[config.mk]
export PLATFORM = sky130hd
export DESIGN_NAME = pos_output_stage
export DESIGN_NICKNAME = d
export VERILOG_FILES = /design/src/hw/pos_pkg.sv /design/src/hw/pos_output_stage.sv
export VERILOG_INCLUDE_DIRS = /design/src /design/src/hw
export SDC_FILE = /design/constraint.sdc
export NUM_CORES = 1
export LEC_CHECK = 0
export ABC_AREA = 0
export BUFFER_PORTS_ARGS = -buffer_cell sky130_fd_sc_hd__buf_4
export CAP_MARGIN = 40
export CORE_ASPECT_RATIO = 0.6
export CORE_MARGIN = 3
export CORE_UTILIZATION = 40
export DETAILED_ROUTE_END_ITERATION = 6
export PLACE_DENSITY = 0.6
export SYNTH_ARGS = -nofsm -noshare
export SYNTH_HDL_FRONTEND = slang
export SYNTH_SLANG_ARGS = --single-unit
[constraint.sdc]
create_clock -name clk_sys -period 19.3 [get_ports clk_sys]
set_input_delay 3.86 -clock clk_sys [delete_from_list [all_inputs] [get_ports clk_sys]]
set_output_delay 3.86 -clock clk_sys [all_outputs]
set_load 0.05 [all_outputs]
[src/hw/pos_defs.svh]
`ifndef POS_DEFS_SVH
`define POS_DEFS_SVH

// register byte offsets
`define POS_OFS_SEG 12'h000
`define POS_OFS_GATE 12'h004
`define POS_OFS_STAT 12'h008
`define POS_OFS_MODE 12'h00C
`define POS_OFS_DA1 12'h010
`define POS_OFS_DB1 12'h014
`define POS_OFS_DC1 12'h018
`define POS_OFS_DA2 12'h01C
`define POS_OFS_DB2 12'h020
`define POS_OFS_DC2 12'h024

// widths and reset values
`define POS_SEG_W 9
`define POS_GATE_W 10
`define POS_SEG_RST 9'h000
`define POS_GATE_RST 10'h000

// segment fields
`define POS_SEG_XA 8
`define POS_SEG_XB 7
`define POS_SEG_XC 6
`define POS_SEG_DAL 5
`define POS_SEG_DAH 4
`define POS_SEG_DBL 3
`define POS_SEG_DBH 2
`define POS_SEG_DCL 1
`define POS_SEG_DCH 0

// gate fields
`define POS_GATE_LO 9
`define POS_GATE_HI 8
`define POS_GATE_DIV_HI 7
`define POS_GATE_DIV_LO 0

// status fields
`define POS_STAT_POL 2
`define POS_STAT_FON 4
`define POS_STAT_FOFF 8

// mode fields
`define POS_MODE_DBL 0
`endif

[src/hw/pos_pkg.sv]
package pos_pkg;

    // six gate drive signals, asserted level means ON
    typedef struct packed {
        logic ah;
        logic al;
        logic bh;
        logic bl;
        logic ch;
        logic cl;
    } pos_gate_t;

    // apb request from the master
    typedef struct packed {
        logic psel;
        logic penable;
        logic pwrite;
        logic [11:0] paddr;
        logic [31:0] pwdata;
    } pos_apb_req_t;

    // three phase flags
    typedef struct packed {
        logic a;
        logic b;
        logic c;
    } pos_phase_t;

endpackage

[src/hw/pos_output_stage.sv]
`timescale 1ns/1ps
`include "pos_defs.svh"
// Functional notes
// single update: same duty values used in both half periods
// double update: separate duty values for first and second halves
// nine-bit read/write output segment control register
// segment bits 8,7,6 enable crossover for phase A, B, C pairs
// crossover routes high-side signal to low output and vice versa
// reset clears all three crossover bits
// segment bits 5..0 disable AL, AH, BL, BH, CL, CH outputs
// a disabled output holds OFF regardless of duty value
// disable masking is applied after crossover routing
// reset clears all six disable bits
// segment latched at sync rising edge, also midpoint in double mode
// ten-bit gate chop register with separate high and low enables
// gate bit 8 enables chopping of the three high-side outputs
// gate bit 9 enables chopping of the three low-side outputs
// carrier period is four times divider plus one clock periods
// divider accepts every value 0 to 255, each distinct
// chopping modulates only the ON portion of outputs
// software sets gate chop before running and leaves it alone
// reset clears every gate chop bit
// polarity pin low gives active-low outputs, high active-high
// unconnected polarity pin defaults to active-high outputs
// status bit 2 reports sampled polarity pin level
// full on/off when high-side stays constant between sync pulses
// carrier is free-running square wave with equal halves
// polarity inversion applied last, after masking and chopping
module pos_output_stage #(
    parameter int DUTY_W = 16
) (
    input wire logic clk_sys,
    input wire logic rst_b,
    input wire pos_pkg::pos_apb_req_t apb_req,
    output logic [31:0] prdata,
    output logic pready,
    output logic pslverr,
    input wire pos_pkg::pos_gate_t tu_raw,
    input wire logic cycle_sync_pulse,
    input wire logic half_cycle_mid,
    input wire logic polarity_select_pin,
    output logic [DUTY_W-1:0] phase_a_duty,
    output logic [DUTY_W-1:0] phase_b_duty,
    output logic [DUTY_W-1:0] phase_c_duty,
    output logic double_update,
    output pos_pkg::pos_gate_t gate_out
);

    ////////////////////////////////////////////////////////////////////////
    // reset release
    logic rst_meta_r;
    logic rst_sync_r;

    always_ff @(posedge clk_sys or negedge rst_b) begin
        if (!rst_b) begin
            rst_meta_r <= 1'b0;
            rst_sync_r <= 1'b0;
        end else begin
            rst_meta_r <= 1'b1;
            rst_sync_r <= rst_meta_r;
        end
    end

    ////////////////////////////////////////////////////////////////////////
    // apb decode
    logic [`POS_SEG_W-1:0] seg_r;
    logic [`POS_SEG_W-1:0] seg_act_r;
    logic [`POS_GATE_W-1:0] gate_r;
    logic mode_dbl_r;
    logic pol_r;
    pos_pkg::pos_phase_t full_on_r;
    pos_pkg::pos_phase_t full_off_r;
    logic [DUTY_W-1:0] da1_r;
    logic [DUTY_W-1:0] db1_r;
    logic [DUTY_W-1:0] dc1_r;
    logic [DUTY_W-1:0] da2_r;
    logic [DUTY_W-1:0] db2_r;
    logic [DUTY_W-1:0] dc2_r;
    logic [31:0] rd_nxt;
    logic hit_nxt;
    logic setup;
    logic wr_en;
    logic [31:0] prdata_r;
    logic err_r;

    assign setup = apb_req.psel && !apb_req.penable;
    assign wr_en = apb_req.psel && apb_req.penable && apb_req.pwrite;
    assign pready = 1'b1;
    assign prdata = prdata_r;
    assign pslverr = apb_req.psel && apb_req.penable && err_r;

    // status is read only: polarity sample and the full on/off flags
    logic [31:0] stat_word;

    always_comb begin
        stat_word = 32'h0000_0000;
        stat_word[`POS_STAT_POL] = pol_r;
        stat_word[`POS_STAT_FON +: 3] = full_on_r;
        stat_word[`POS_STAT_FOFF +: 3] = full_off_r;
    end

    always_comb begin
        rd_nxt = 32'h0000_0000;
        hit_nxt = 1'b1;
        unique case (apb_req.paddr)
            `POS_OFS_SEG: rd_nxt[`POS_SEG_W-1:0] = seg_r;
            `POS_OFS_GATE: rd_nxt[`POS_GATE_W-1:0] = gate_r;
            `POS_OFS_STAT: rd_nxt = stat_word;
            `POS_OFS_MODE: rd_nxt[`POS_MODE_DBL] = mode_dbl_r;
            `POS_OFS_DA1: rd_nxt[DUTY_W-1:0] = da1_r;
            `POS_OFS_DB1: rd_nxt[DUTY_W-1:0] = db1_r;
            `POS_OFS_DC1: rd_nxt[DUTY_W-1:0] = dc1_r;
            `POS_OFS_DA2: rd_nxt[DUTY_W-1:0] = da2_r;
            `POS_OFS_DB2: rd_nxt[DUTY_W-1:0] = db2_r;
            `POS_OFS_DC2: rd_nxt[DUTY_W-1:0] = dc2_r;
            default: hit_nxt = 1'b0;
        endcase
    end

    // read data captured in setup, presented in access
    always_ff @(posedge clk_sys or negedge rst_sync_r) begin
        if (!rst_sync_r) begin
            prdata_r <= 32'h0000_0000;
        end else if (setup) begin
            prdata_r <= apb_req.pwrite ? 32'h0000_0000 : rd_nxt;
        end
    end

    // unmapped offsets and status writes are refused
    always_ff @(posedge clk_sys or negedge rst_sync_r) begin
        if (!rst_sync_r) begin
            err_r <= 1'b0;
        end else if (setup) begin
            err_r <= !hit_nxt || (apb_req.pwrite &&
                apb_req.paddr == `POS_OFS_STAT);
        end
    end

    ////////////////////////////////////////////////////////////////////////
    // software registers
    always_ff @(posedge clk_sys or negedge rst_sync_r) begin
        if (!rst_sync_r) begin
            seg_r <= `POS_SEG_RST;
        end else if (wr_en && apb_req.paddr == `POS_OFS_SEG) begin
            seg_r <= apb_req.pwdata[`POS_SEG_W-1:0];
        end
    end

    // gate settings are expected static while running
    always_ff @(posedge clk_sys or negedge rst_sync_r) begin
        if (!rst_sync_r) begin
            gate_r <= `POS_GATE_RST;
        end else if (wr_en && apb_req.paddr == `POS_OFS_GATE) begin
            gate_r <= apb_req.pwdata[`POS_GATE_W-1:0];
        end
    end

    always_ff @(posedge clk_sys or negedge rst_sync_r) begin
        if (!rst_sync_r) begin
            mode_dbl_r <= 1'b0;
        end else if (wr_en && apb_req.paddr == `POS_OFS_MODE) begin
            mode_dbl_r <= apb_req.pwdata[`POS_MODE_DBL];
        end
    end

    // first-half duty, used for the whole period in single mode
    always_ff @(posedge clk_sys or negedge rst_sync_r) begin
        if (!rst_sync_r) begin
            da1_r <= '0;
            db1_r <= '0;
            dc1_r <= '0;
        end else if (wr_en) begin
            unique case (apb_req.paddr)
                `POS_OFS_DA1: da1_r <= apb_req.pwdata[DUTY_W-1:0];
                `POS_OFS_DB1: db1_r <= apb_req.pwdata[DUTY_W-1:0];
                `POS_OFS_DC1: dc1_r <= apb_req.pwdata[DUTY_W-1:0];
                default: ;
            endcase
        end
    end

    // second-half duty, only reaches the timing unit in double mode
    always_ff @(posedge clk_sys or negedge rst_sync_r) begin
        if (!rst_sync_r) begin
            da2_r <= '0;
            db2_r <= '0;
            dc2_r <= '0;
        end else if (wr_en) begin
            unique case (apb_req.paddr)
                `POS_OFS_DA2: da2_r <= apb_req.pwdata[DUTY_W-1:0];
                `POS_OFS_DB2: db2_r <= apb_req.pwdata[DUTY_W-1:0];
                `POS_OFS_DC2: dc2_r <= apb_req.pwdata[DUTY_W-1:0];
                default: ;
            endcase
        end
    end

    assign double_update = mode_dbl_r;

    ////////////////////////////////////////////////////////////////////////
    // update points
    logic sync_d_r;
    logic sync_rise;
    logic mid_load;

    always_ff @(posedge clk_sys or negedge rst_sync_r) begin
        if (!rst_sync_r) begin
            sync_d_r <= 1'b0;
        end else begin
            sync_d_r <= cycle_sync_pulse;
        end
    end

    assign sync_rise = cycle_sync_pulse && !sync_d_r;
    assign mid_load = half_cycle_mid && mode_dbl_r;

    // software copy reaches the pins only at update points
    always_ff @(posedge clk_sys or negedge rst_sync_r) begin
        if (!rst_sync_r) begin
            seg_act_r <= `POS_SEG_RST;
        end else if (sync_rise || mid_load) begin
            seg_act_r <= seg_r;
        end
    end

    // duty handed to the timing unit per half period
    always_ff @(posedge clk_sys or negedge rst_sync_r) begin
        if (!rst_sync_r) begin
            phase_a_duty <= '0;
            phase_b_duty <= '0;
            phase_c_duty <= '0;
        end else if (sync_rise) begin
            phase_a_duty <= da1_r;
            phase_b_duty <= db1_r;
            phase_c_duty <= dc1_r;
        end else if (mid_load) begin
            phase_a_duty <= da2_r;
            phase_b_duty <= db2_r;
            phase_c_duty <= dc2_r;
        end
    end

    ////////////////////////////////////////////////////////////////////////
    // full on / full off tracking on the high-side signals
    pos_pkg::pos_phase_t seen_on_r;
    pos_pkg::pos_phase_t seen_off_r;
    pos_pkg::pos_phase_t hi_now;

    assign hi_now = '{a: tu_raw.ah, b: tu_raw.bh, c: tu_raw.ch};

    // interval history, restarted with the sample taken at each sync edge
    always_ff @(posedge clk_sys or negedge rst_sync_r) begin
        if (!rst_sync_r) begin
            seen_on_r <= '0;
            seen_off_r <= '0;
        end else if (sync_rise) begin
            seen_on_r <= hi_now;
            seen_off_r <= ~hi_now;
        end else begin
            seen_on_r <= seen_on_r | hi_now;
            seen_off_r <= seen_off_r | ~hi_now;
        end
    end

    // flags describe the interval that the sync edge closes
    always_ff @(posedge clk_sys or negedge rst_sync_r) begin
        if (!rst_sync_r) begin
            full_on_r <= '0;
            full_off_r <= '0;
        end else if (sync_rise) begin
            full_on_r <= seen_on_r & ~seen_off_r;
            full_off_r <= seen_off_r & ~seen_on_r;
        end
    end

    ////////////////////////////////////////////////////////////////////////
    // chopping carrier: half period is 2*(div+1) clocks
    logic [8:0] chop_cnt_r;
    logic [8:0] chop_half_m1;
    logic carrier_r;
    logic [7:0] chop_divider;
    logic chop_end;

    assign chop_divider = gate_r[`POS_GATE_DIV_HI:`POS_GATE_DIV_LO];
    assign chop_half_m1 = {chop_divider, 1'b1};
    // compare with >= so a smaller divider written mid-count cannot stall
    assign chop_end = chop_cnt_r >= chop_half_m1;

    always_ff @(posedge clk_sys or negedge rst_sync_r) begin
        if (!rst_sync_r) begin
            chop_cnt_r <= 9'h000;
        end else if (chop_end) begin
            chop_cnt_r <= 9'h000;
        end else begin
            chop_cnt_r <= chop_cnt_r + 9'h001;
        end
    end

    // free running from reset, starts low
    always_ff @(posedge clk_sys or negedge rst_sync_r) begin
        if (!rst_sync_r) begin
            carrier_r <= 1'b0;
        end else if (chop_end) begin
            carrier_r <= !carrier_r;
        end
    end

    ////////////////////////////////////////////////////////////////////////
    // polarity pin sample, reset value matches the pull-up
    always_ff @(posedge clk_sys or negedge rst_sync_r) begin
        if (!rst_sync_r) begin
            pol_r <= 1'b1;
        end else begin
            pol_r <= polarity_select_pin;
        end
    end

    ////////////////////////////////////////////////////////////////////////
    // output path: crossover, masking, chopping, polarity
    pos_pkg::pos_gate_t xo;
    pos_pkg::pos_gate_t masked;
    pos_pkg::pos_gate_t chopped;
    logic chop_hi;
    logic chop_lo;

    // crossover swaps a pair before any masking
    always_comb begin
        xo = tu_raw;
        if (seg_act_r[`POS_SEG_XA]) begin
            xo.ah = tu_raw.al;
            xo.al = tu_raw.ah;
        end
        if (seg_act_r[`POS_SEG_XB]) begin
            xo.bh = tu_raw.bl;
            xo.bl = tu_raw.bh;
        end
        if (seg_act_r[`POS_SEG_XC]) begin
            xo.ch = tu_raw.cl;
            xo.cl = tu_raw.ch;
        end
    end

    // disable bits act on the pin position left after crossover
    always_comb begin
        masked.al = xo.al && !seg_act_r[`POS_SEG_DAL];
        masked.ah = xo.ah && !seg_act_r[`POS_SEG_DAH];
        masked.bl = xo.bl && !seg_act_r[`POS_SEG_DBL];
        masked.bh = xo.bh && !seg_act_r[`POS_SEG_DBH];
        masked.cl = xo.cl && !seg_act_r[`POS_SEG_DCL];
        masked.ch = xo.ch && !seg_act_r[`POS_SEG_DCH];
    end

    assign chop_hi = !gate_r[`POS_GATE_HI] || carrier_r;
    assign chop_lo = !gate_r[`POS_GATE_LO] || carrier_r;

    // carrier gates only the ON level, an OFF output stays OFF
    always_comb begin
        chopped.ah = masked.ah && chop_hi;
        chopped.bh = masked.bh && chop_hi;
        chopped.ch = masked.ch && chop_hi;
        chopped.al = masked.al && chop_lo;
        chopped.bl = masked.bl && chop_lo;
        chopped.cl = masked.cl && chop_lo;
    end

    // outputs start OFF at the reset polarity (active high)
    always_ff @(posedge clk_sys or negedge rst_sync_r) begin
        if (!rst_sync_r) begin
            gate_out <= '0;
        end else begin
            gate_out <= pol_r ? chopped : ~chopped;
        end
    end

endmodule

==> impl_results.md, run 1 <==
* Outcome: complete, no violations
* Number of antenna violations at the first check in global routing at 0
* R2R depth at 5
* Avg WL per Cell at 22.4 um
* Crit path arrival time at 4.31 ns
* RSZ-0062 raised after global routing: no
* Nets at 1,095
* Placed Cells at 1,347
* Post-DP HPWL at 21,400 um
* Layout cells sized above 1 at 30.5%
* Final Hold Viols at 0
* Tot Pwr at 0.00112 W
* Number of port buffers at 113
* Drt via density at 5.63
* Clock Latency Late Sink at 0.52 ns
* Global placer's final weighted congestion at 0.936
* Largest net degree at the start of global routing at 67
* Starting Density at 41.7%
* Most used flip-flop cell after synthesis: dfrtp_1
* Yosys cell types at 62
* Crit Path Class: in -> out
* Core Box Area at 24,800 sq um
* First-pass GRT wire length at 47,300 um
* Most frequent cells in the layout: 220 x dfrtp_1, 142 x nand2_1, 124 x buf_4, 111 x mux2_2, 74 x nor2_1
* CTS tree: built
* Total GRT Usage at 22.3%
* CP required at 15.44 ns
* Setup violations, final at 0
* FMAX at 122 MHz
* Crit path launch: apb_req[45]
* Final std cells w/o fill at 1,387
* Number of top-level pins at 147
* Root buffer cell: clkbuf_16
* DR iter-0 viols at 733
* Period utilization at 42.3%
* Area added between synthesis and finish at 19.7%
* Power density cells at 90.4 nW/um^2
* Die width at 214 um
* Number of global-route vias before repair at 7,393
* Synthesized area per cell at 11.2 sq um
* GRT overflow at 0
* ANT nets after route at 0
* Worst setup SP type: primary input
* Crit. End Element: output port
* Reg2reg start: sync_d_r
* Crit Reg-Reg Endpoint: seg_act_r[3]
* Commonest non-fill, non-tap cell in the layout: dfrtp_1
* Maxcap violations at 0
* DRC viols at 0
* EDFF count, synth at 0
* Final slew viol count at 0
* CTS-repair resized insts at 0
* DRT Wirelength at 31,000 um
* FP Rows at 44
* Post-CTS setup buffers at 0
* Sum of negative setup slack at 0 ns
* Peak supply drop at 51.4 uV
* Part of the Yosys area used for sequential elements at 53.6%
* Yosys reg bits at 222
* Worst slew pin tran at 0.923 ns
* Post-route minimum period at 8.17 ns
* Htree depth at 1
* DIE HEIGHT at 131 um
* Max FO, Critical Path at 4
* Drt first pass iters at 5
* Syn. warnings at 0
* Worst min path class: reg -> async
* Vias at 7,803
* Clock-pin slew on the worst setup and hold paths at 0.06 ns
* Post-Syn Area at 10,400 sq um
* Hold-fix buffers, CTS at 0
* Post-synthesis async set-or-reset flop share at 100%
* ANT cells at 0
* Worst-case clock skew at 0.0180 ns
* Longest Clk Path Bufs at 3
* Mapped Cells at 924
* Clk sinks at 222
* R2R setup slack at 16.85 ns
* P_leak at 5.68 nW
* DIE AREA at 27,900 sq um
* Total CTS buffers at 23
* Rel. slew slack at 38.4%
logic make-up after synthesis:
logic type	Yosys count	synth area share, %
buffers and inverters	79	3.86
other	2	0.0725
adders and majority gates	9	1.09
DFF	222	53.6
muxes	150	16.7
xor gates and xnor gates	14	1.18
AOI/OAI and AO/OA	148	9.78
and+or+nand+nor	300	13.7
state kept, by name (all words and copies together), names as in the netlist, 3 cells and up:
name	cells
da1_r	16
da2_r	16
db1_r	16
db2_r	16
dc1_r	16
dc2_r	16
phase_a_duty	16
phase_b_duty	16
phase_c_duty	16
prdata	16
gate_r	10
chop_cnt_r	9
seg_act_r	9
seg_r	9
gate_out	6
full_off_r	3
full_on_r	3
seen_off_r	3
seen_on_r	3
worst max-delay path, stage by stage:
cell,delay [ns]
buf_4,0.12
and3_1,0.15
buf_4,0.18
cell type report:
| class | count | area [sq um] |
|---|---|---|
| multi-input combinational | 639 | 4490 |
| timing repair buffer | 130 | 1060 |
| inverter | 12 | 45.0 |
| tap | 345 | 432 |
| sequential | 222 | 5560 |
| fill | 2278 | 12400 |
| clock buffer | 29 | 628 |
| clock inverter | 10 | 188 |
per-layer routing:
metal	up-vias	share of wire, %	track usage [%]
li1	3491	-	-
met5	-	0	0
met4	0	1.6	4.19
met2	308	39	29.4
met3	40	8.3	5.97
met1	3964	51	36.3
synthesized netlist by cell type (5+ instances only):
| library cell | n | area [sq um] |
|---|---|---|
| dfrtp_1 | 221 | 5530 |
| nand2_1 | 143 | 537 |
| mux2_2 | 111 | 1250 |
| nor2_1 | 74 | 278 |
| a31oi_1 | 48 | 300 |
| clkbuf_1 | 29 | 109 |
| o21ai_0 | 24 | 120 |
| a22oi_1 | 22 | 165 |
| buf_4 | 21 | 158 |
| mux2i_1 | 20 | 200 |
| nand3_1 | 16 | 80.1 |
| inv_1 | 12 | 45.0 |
| nor3_1 | 11 | 55.1 |
| buf_1 | 10 | 37.5 |
| mux2_4 | 10 | 150 |
| ha_1 | 9 | 113 |
| and3_1 | 8 | 50.1 |
| a211oi_1 | 7 | 52.6 |
| nor2b_1 | 7 | 43.8 |
| xnor2_1 | 7 | 61.3 |
| xor2_1 | 7 | 61.3 |
| a21o_1 | 6 | 45.0 |
| mux2_1 | 6 | 67.6 |
| nand3b_1 | 6 | 45.0 |
| nand2b_1 | 5 | 31.3 |
| nor2_2 | 5 | 31.3 |
| nor4_1 | 5 | 31.3 |
power breakdown:
group | internal [W] | total, W | switching [W] | leakage (nW)
combinational | 0.0000377 | 0.000139 | 0.000102 | 2.40
sequential | 0.000481 | 0.000494 | 0.0000133 | 2.89
clock | 0.000298 | 0.000487 | 0.000189 | 0.398
worst max path at each step:
stage              end  slack [ns]
2_1_floorplan  pslverr       11.14
3_3_place_gp   pslverr       11.13
3_5_place_dp   pslverr       11.13
4_1_cts        pslverr       11.13
5_1_grt        pslverr       11.11
6_report       pslverr       11.13
stage by stage:
| stage | worst slack [ns] | instance area (sq um) | hold slack [ns] | util (%) |
|---|---|---|---|---|
| after floorplan | 11.14 | 10400 | 0.331 | - |
| after global placement | 11.13 | 11400 | 0.338 | 46.1 |
| after detailed placement | 11.13 | 11600 | 0.340 | 46.6 |
| after CTS | 11.13 | 12400 | 0.354 | 49.9 |
| after global routing | 11.11 | 12400 | 0.366 | 49.9 |
| final | 11.13 | 12400 | 0.324 | 49.9 |
(Power assumes the default switching activity.)
==> inputs of run 2 (changes only) <==
- ABC_AREA: 0 -> 1
- clock period: 19.3 -> 7.7 ns (I/O delays scaled with it)
==> run 2 against run 1 <==
Global-route usage grew 1.1 points. Register-to-register slack worse by 12 ns. Synthesized cell count is 37% higher. First-iteration DRC count up 28%. Clock skew decreased by 0.0086 ns. Sequential share of layout area up 0.88 points. Largest cell class unchanged.
==> impl_results.md, run 2 <==
* FP Rows at 44 (unchanged)
* Synthesized area per cell at 8.15 sq um (-27%)
* Vias at 8,768 (+12%)
* Number of top-level pins at 147 (unchanged)
* Total GRT Usage at 23.4% (+1.1 points)
* Yosys reg bits at 222 (unchanged)
* Setup violations, final at 0 (unchanged)
* Post-route minimum period at 3.69 ns
* Layout cells sized above 1 at 14.2% (-16 points)
* Post-DP HPWL at 22,300 um (+4.5%)
* Longest Clk Path Bufs at 3 (unchanged)
* Drt via density at 5.19 (-7.8%)
* P_leak at 5.94 nW (+4.6%)
* First-pass GRT wire length at 49,500 um (+4.5%)
* Hold-fix buffers, CTS at 0 (unchanged)
* Hold Slack at 0.223 ns (-0.101 ns)
* Post-synthesis async set-or-reset flop share at 100% (unchanged)
* DR iter-0 viols at 935 (+28%)
* Nets at 1,421 (+30%)
* Worst min path class: reg -> async
* Global placer's final weighted congestion at 0.901 (-3.8%)
* GRT overflow at 0 (unchanged)
* Synth area leader: dfrtp_1
* Part of the Yosys area used for sequential elements at 53.8% (+0.21 points)
* Root buffer cell: clkbuf_16
* Commonest non-fill, non-tap cell in the layout: nand2_1
* Die width at 213 um (-0.19%)
* Largest family of logic cells by synthesized area: simple AND/OR/NAND/NOR gates
* Worst slew pin tran at 0.850 ns (-0.0726 ns)
* Count leader, synth: nand2_1
* Syn. warnings at 0 (unchanged)
* Crit Path Class: in -> reg
* Avg WL per Cell at 19.0 um (-15%)
* DRC viols at 0 (unchanged)
* Htree depth at 1 (unchanged)
* Drt first pass iters at 6 (+1)
* Maxcap violations at 0 (unchanged)
* Peak supply drop at 127 uV (+150%)
* Crit path arrival time at 4.06 ns (-0.25 ns)
* Synth top cells by count: 380 x nand2_1, 221 x dfrtp_1, 191 x o21ai_0
* FMAX at 271 MHz
* CTS tree: built
* Number of port buffers at 113 (unchanged)
* Period utilization at 47.9%
* Power density cells at 225 nW/um^2 (+150%)
* Area added between synthesis and finish at 17.8%
* DIE AREA at 27,800 sq um (-0.38%)
* Outcome: complete, no violations
* DRT Wirelength at 32,100 um (+3.4%)
* Clk sinks at 222 (unchanged)
* Clock-pin slew on the worst setup and hold paths at 0.06 ns (about the same)
* Synth top area cells: dfrtp_1 54%, nand2_1 14%, o21ai_0 9.3%
* Sum of negative setup slack at 0 ns (unchanged)
* Most frequent cells in the layout: 379 x nand2_1, 220 x dfrtp_1, 191 x o21ai_0, 117 x buf_4, 97 x inv_1
* Final Hold Viols at 0 (unchanged)
* Xor and xnor area share after synthesis at 0.764% (-0.42 points)
* Final std cells w/o fill at 1,690 (+22%)
* CTS-repair resized insts at 0 (unchanged)
* Final slew viol count at 0 (unchanged)
* EDFF count, synth at 0 (unchanged)
* Number of global-route vias before repair at 7,985 (+8.0%)
* Yosys top cell area share at 53.6% (+0.21 points)
* DIE HEIGHT at 130 um (-0.19%)
* Yosys cell types at 33 (-47%)
* Placed Cells at 1,651 (+23%)
* Rel. slew slack at 43.2% (+4.8 points)
* Worst setup SP type: primary input
* ANT cells at 0 (unchanged)
* Core Box Area at 24,800 sq um (-0.22%)
* Adder-cell share of the synthesized area at 1.09% (+0.0043 points)
* RSZ-0062 raised after global routing: no
* Post-CTS setup buffers at 0 (unchanged)
* ANT nets after route at 0 (unchanged)
* Compound-Gate Fraction of Synth Area at 13.6% (+3.8 points)
* Mapped Cells at 1,266 (+37%)
* Most used flip-flop cell after synthesis: dfrtp_1
* Proportion of synthesized area in mux cells at 0% (-17 points)
* Worst-case clock skew at 0.00936 ns (-0.00865 ns)
* Total CTS buffers at 23 (unchanged)
* CP required at 8.06 ns (-7.38 ns)
* Post-Syn Area at 10,300 sq um (-0.40%)
* Simple-gate portion of the synthesized area at 23.0% (+9.4 points)
* Number of antenna violations at the first check in global routing at 0 (unchanged)
* Clock Latency Late Sink at 0.51 ns (about the same)
* Largest net degree at the start of global routing at 151 (+130%)
* Starting Density at 41.7% (-0.074 points)
* Crit. End Element: register
* Max FO, Critical Path at 25 (+21)
==> run 2: final timing paths <==
path                          startpoint          endpoint  slack (ns)  cells after the start
max                          apb_req[32]          db1_r[5]        4.01                     10
min                           rst_sync_r  phase_b_duty[13]        0.22                      0
max reg2reg                double_update  phase_a_duty[14]        5.07                      7
min reg2reg                   rst_sync_r  phase_b_duty[13]        0.22                      0
max in group asynchronous     rst_sync_r     chop_cnt_r[4]        6.37                      1
min in group clk_sys          rst_meta_r        rst_sync_r        0.36                      0
==> run 2: per-layer routing <==
metal / vias to the layer above / GRT usage [%] / wire [um]
met5: - / 0 / 0
met4: 0 / 4.50 / 529
met3: 38 / 6.44 / 3730
met2: 390 / 28.8 / 11500
met1: 4114 / 39.6 / 16300
li1: 4226 / - / -
==> run 2: area by class of cell <==
cell class	instances	area (sq um)
clock inverters	1	5.00
inverters	107	404
fillers	2417	12600
clock buffers	38	732
flip-flops and latches	222	5560
multi-input cells	877	4040
repair buffers	123	1020
well taps	322	403
==> run 2: cell families (layout without fill, tap and decap cells) <==
group | Yosys count | count (layout)
buffers and inverters | 183 | 269
AOI/OAI and AO/OA | 271 | 271
other | 2 | 18
adders and majority gates | 9 | 9
and+or+nand+nor | 570 | 570
xor gates and xnor gates | 9 | 9
DFF | 222 | 222
==> run 2: stage by stage <==
| stage | util [%] | cell area [sq um] | setup slack [ns] | power [W] |
|---|---|---|---|---|
| after floorplan | - | 10400 | 1.06 | 0.00153 |
| after global placement | 45.6 | 11300 | 3.24 | 0.00165 |
| after detailed placement | 46.1 | 11400 | 3.54 | 0.00166 |
| after CTS | 49.1 | 12200 | 4.07 | 0.00276 |
| after global routing | 49.1 | 12200 | 3.82 | 0.00285 |
| final | 49.1 | 12200 | 4.01 | 0.00274 |
==> run 2: worst max-delay path, cell delays in order <==
cell     delay (ns)
buf_4          0.12
inv_1          0.05
nand2_1        0.13
nor2_4         0.54
inv_2          0.06
nor2_2         0.62
nand2_1        0.51
buf_16         0.32
nand2_1        0.06
o21ai_0        0.08
==> run 2: power breakdown <==
group,internal (W),total [W],switching [W]
logic,0.000102,0.000381,0.000280
registers,0.00121,0.00126,0.0000404
clock network,0.000642,0.00110,0.000462
total,0.00196,0.00274,0.000782
==> inputs of run 3 (changes only) <==
- ABC_AREA: 1 -> 0
- PLACE_DENSITY: 0.6 -> 0.62
- clock period: 7.7 -> 3.3 ns (I/O delays scaled with it)
==> run 3 against run 2 <==
Wire length is 3.6% lower. Highest routed layer unchanged. Die area rose by 0.38%. Critical path type unchanged. Sequential power is 130% higher. Count of clock-buffer cells in the layout is 7 lower. Non-clock buffer count is 27 higher. Worst hold slack improved by 0.045 ns. Clock power grew to 2.5 times the previous value. Clock skew hardly changed. Total power up 140%. First-iteration DRC count decreased by 22%. Critical path depth is 3 lower. Largest power group unchanged. Worst setup slack lost 3.1 ns.
==> impl_results.md, run 3 (synthesis gave the netlist of run 1 again) <==
* Crit Path Class: in -> reg
* ANT cells at 0 (unchanged)
* Core Box Area at 24,800 sq um (+0.22%)
* Avg WL per Cell at 21.9 um (+16%)
* Crit-path leading delay family: simple AND/OR/NAND/NOR gates
* FMAX at 420 MHz
* P_sw at 0.00174 W (+120%)
* Drt first pass iters at 5 (-1)
* DRC viols at 0 (unchanged)
* Worst slew pin tran at 0.867 ns (+0.0165 ns)
* Final slew viol count at 0 (unchanged)
* Commonest non-fill, non-tap cell in the layout: dfrtp_1
* Power density cells at 517 nW/um^2 (+130%)
* Post-layout instance area at 12,500 sq um (+3.0%)
* DRT Wirelength at 30,900 um (-3.6%)
* Post-Place Cell Area at 11,700 sq um (+2.5%)
* Root buffer cell: clkbuf_16
* Rel. slew slack at 42.1% (-1.1 points)
* Drt via density at 5.54 (+6.9%)
* Vias at 7,806 (-11%)
* Setup violations, final at 0 (unchanged)
* Clock-pin slew on the worst setup and hold paths at 0.06 ns (about the same)
* CP required at 3.72 ns (-4.34 ns)
* Clk sinks at 222 (unchanged)
* ANT nets after route at 0 (unchanged)
* Number of global-route vias before repair at 7,594 (-4.9%)
* Total CTS buffers at 22 (-4.3%)
* P_leak at 5.78 nW (-2.8%)
* Crit path arrival time at 2.80 ns (-1.26 ns)
* Slowest stage cell, crit path: or4b_1
* GRT overflow at 0 (unchanged)
* Maxcap violations at 0 (unchanged)
* R2R setup slack at 1.21 ns (-3.86 ns)
* CTS tree: built
* Die width at 214 um (+0.19%)
* Peak supply drop at 302 uV (+140%)
* Htree depth at 1 (unchanged)
* RSZ-0062 raised after global routing: no
* Most frequent cells in the layout: 220 x dfrtp_1, 143 x buf_4, 142 x nand2_1, 111 x mux2_2, 74 x nor2_1
* Period utilization at 72.1%
* Worst setup SP type: primary input
* FP Rows at 44 (unchanged)
* Crit. End Element: register
* Largest net degree at the start of global routing at 89 (-41%)
* Nets at 1,114 (-22%)
* Number of top-level pins at 147 (unchanged)
* Clock Latency Late Sink at 0.50 ns (about the same)
* Critical path buffers and inverters at 2 (-2)
* FF/Latch Area at 5560 sq um (unchanged)
* Crit path largest cell delay at 0.78 ns (+0.16 ns)
* Fillcell total at 2,238 (-7.4%)
* Max FO, Critical Path at 19 (-24%)
* Clock power frac at 42.7% (+2.4 points)
* Final Hold Viols at 0 (unchanged)
* Area added between synthesis and finish at 20.9%
* Post-DP HPWL at 21,600 um (-3.3%)
* Outcome: complete, no violations
* First-pass GRT wire length at 47,300 um (-4.3%)
* Switching share of power at 26.8% (-1.7 points)
* Internal cell power at 0.00474 W (+140%)
* Crit-path cells: buf_4 > or4b_1 > nor2_1 > and3_1 > nor4_1 > buf_4 > o21ai_0
* Starting Density at 41.7% (+0.074 points)
* DR iter-0 viols at 726 (-22%)
* Reg power frac at 44.6% (-1.2 points)
* DIE HEIGHT at 131 um (+0.19%)
* Area occupied by multi-input gates at 4480 sq um (+11%)
* Worst-case clock skew at 0.00890 ns (-0.000457 ns)
* Post-route minimum period at 2.38 ns
* Longest Clk Path Bufs at 3 (unchanged)
* Layout cells sized above 1 at 31.7% (+18 points)
* Combinational Power Share at 12.7% (-1.2 points)
* Sum of negative setup slack at 0 ns (unchanged)
* Number of port buffers at 113 (unchanged)
* Global placer's final weighted congestion at 0.940 (+4.3%)
* Crit-path most repeated cell: buf_4
* Worst min path class: in -> reg
* DIE AREA at 27,900 sq um (+0.38%)
* Number of antenna violations at the first check in global routing at 0 (unchanged)
* Total GRT Usage at 22.4% (-1.1 points)
## run 3: changes by cell type in the layout (fill, tap and decap cells not counted), moves of 22 or more
| cell | delta |
|---|---|
| o21ai_0 | -167 |
| mux2_2 | +111 |
| nand2_1 | -237 |
| inv_1 | -85 |
| a31oi_1 | +48 |
| o21ai_1 | -57 |
| buf_4 | +26 |
| nand3_1 | -62 |
| a22oi_1 | +22 |
## run 3: worst register-to-register path: stages (launching register included)
cell	delay, ns
dfrtp_1	0.37
inv_1	0.10
ha_1	0.33
a2111oi_0	0.37
o21a_1	0.19
o31ai_1	0.08
a21o_1	0.32
xor2_1	0.19
## run 3: path summary, 6_finish.rpt
check	cells past startpoint	startpoint	end
setup / recovery	7	apb_req[36]	prdata[1]
hold / removal	1	polarity_select_pin	pol_r
setup reg to reg	7	gate_r[5]	carrier_r
hold reg to reg	0	rst_meta_r	rst_sync_r
max in group asynchronous	1	rst_sync_r	prdata[6]
min in group asynchronous	0	rst_sync_r	phase_a_duty[15]
## run 3: timing repair
action	in CTS	in global routing
endpoints found under the hold margin	2	0
gates resized for setup	0	0
setup buffers	0	0
hold buffers	1	0
## run 3: layout make-up
cell class,instances,area share [%]
well taps,345,3.45
multi-input cells,639,35.8
repair buffers,150,9.61
inverters,12,0.360
flip-flops and latches,222,44.4
clock buffers,31,5.23
clock inverters,9,1.16
## run 3: stage by stage
| stage | util, % | worst slack (ns) | power, W | cells | hold slack [ns] |
|---|---|---|---|---|---|
| final | 50.4 | 0.921 | 0.00648 | 1408 | 0.268 |
| after detailed placement | 47.2 | 0.499 | 0.00376 | 1367 | 0.340 |
| after floorplan | - | 0.842 | 0.00346 | 940 | 0.331 |
| after global routing | 50.4 | 0.897 | 0.00670 | 1408 | 0.253 |
| after global placement | 47.2 | 0.507 | 0.00376 | 1367 | 0.337 |
| after CTS | 50.4 | 1.01 | 0.00652 | 1408 | 0.251 |
## run 3: power groups by stage
stage / sequential, W / combinational, W / clock, W
finish: 0.00289 / 0.000823 / 0.00276
global route: 0.00290 / 0.000874 / 0.00292
CTS: 0.00289 / 0.000826 / 0.00281
detailed placement: 0.00294 / 0.000824 / 0
global placement: 0.00294 / 0.000818 / 0
floorplan: 0.00321 / 0.000250 / 0
## run 3: routing by layer
| metal | share of wire, % | global-route usage [%] | vias up |
|---|---|---|---|
| li1 | - | - | 3515 |
| met4 | 1.2 | 3.22 | 0 |
| met2 | 40 | 30.8 | 333 |
| met3 | 9.5 | 5.58 | 37 |
| met1 | 49 | 35.9 | 3921 |
| met5 | 0 | 0 | - |
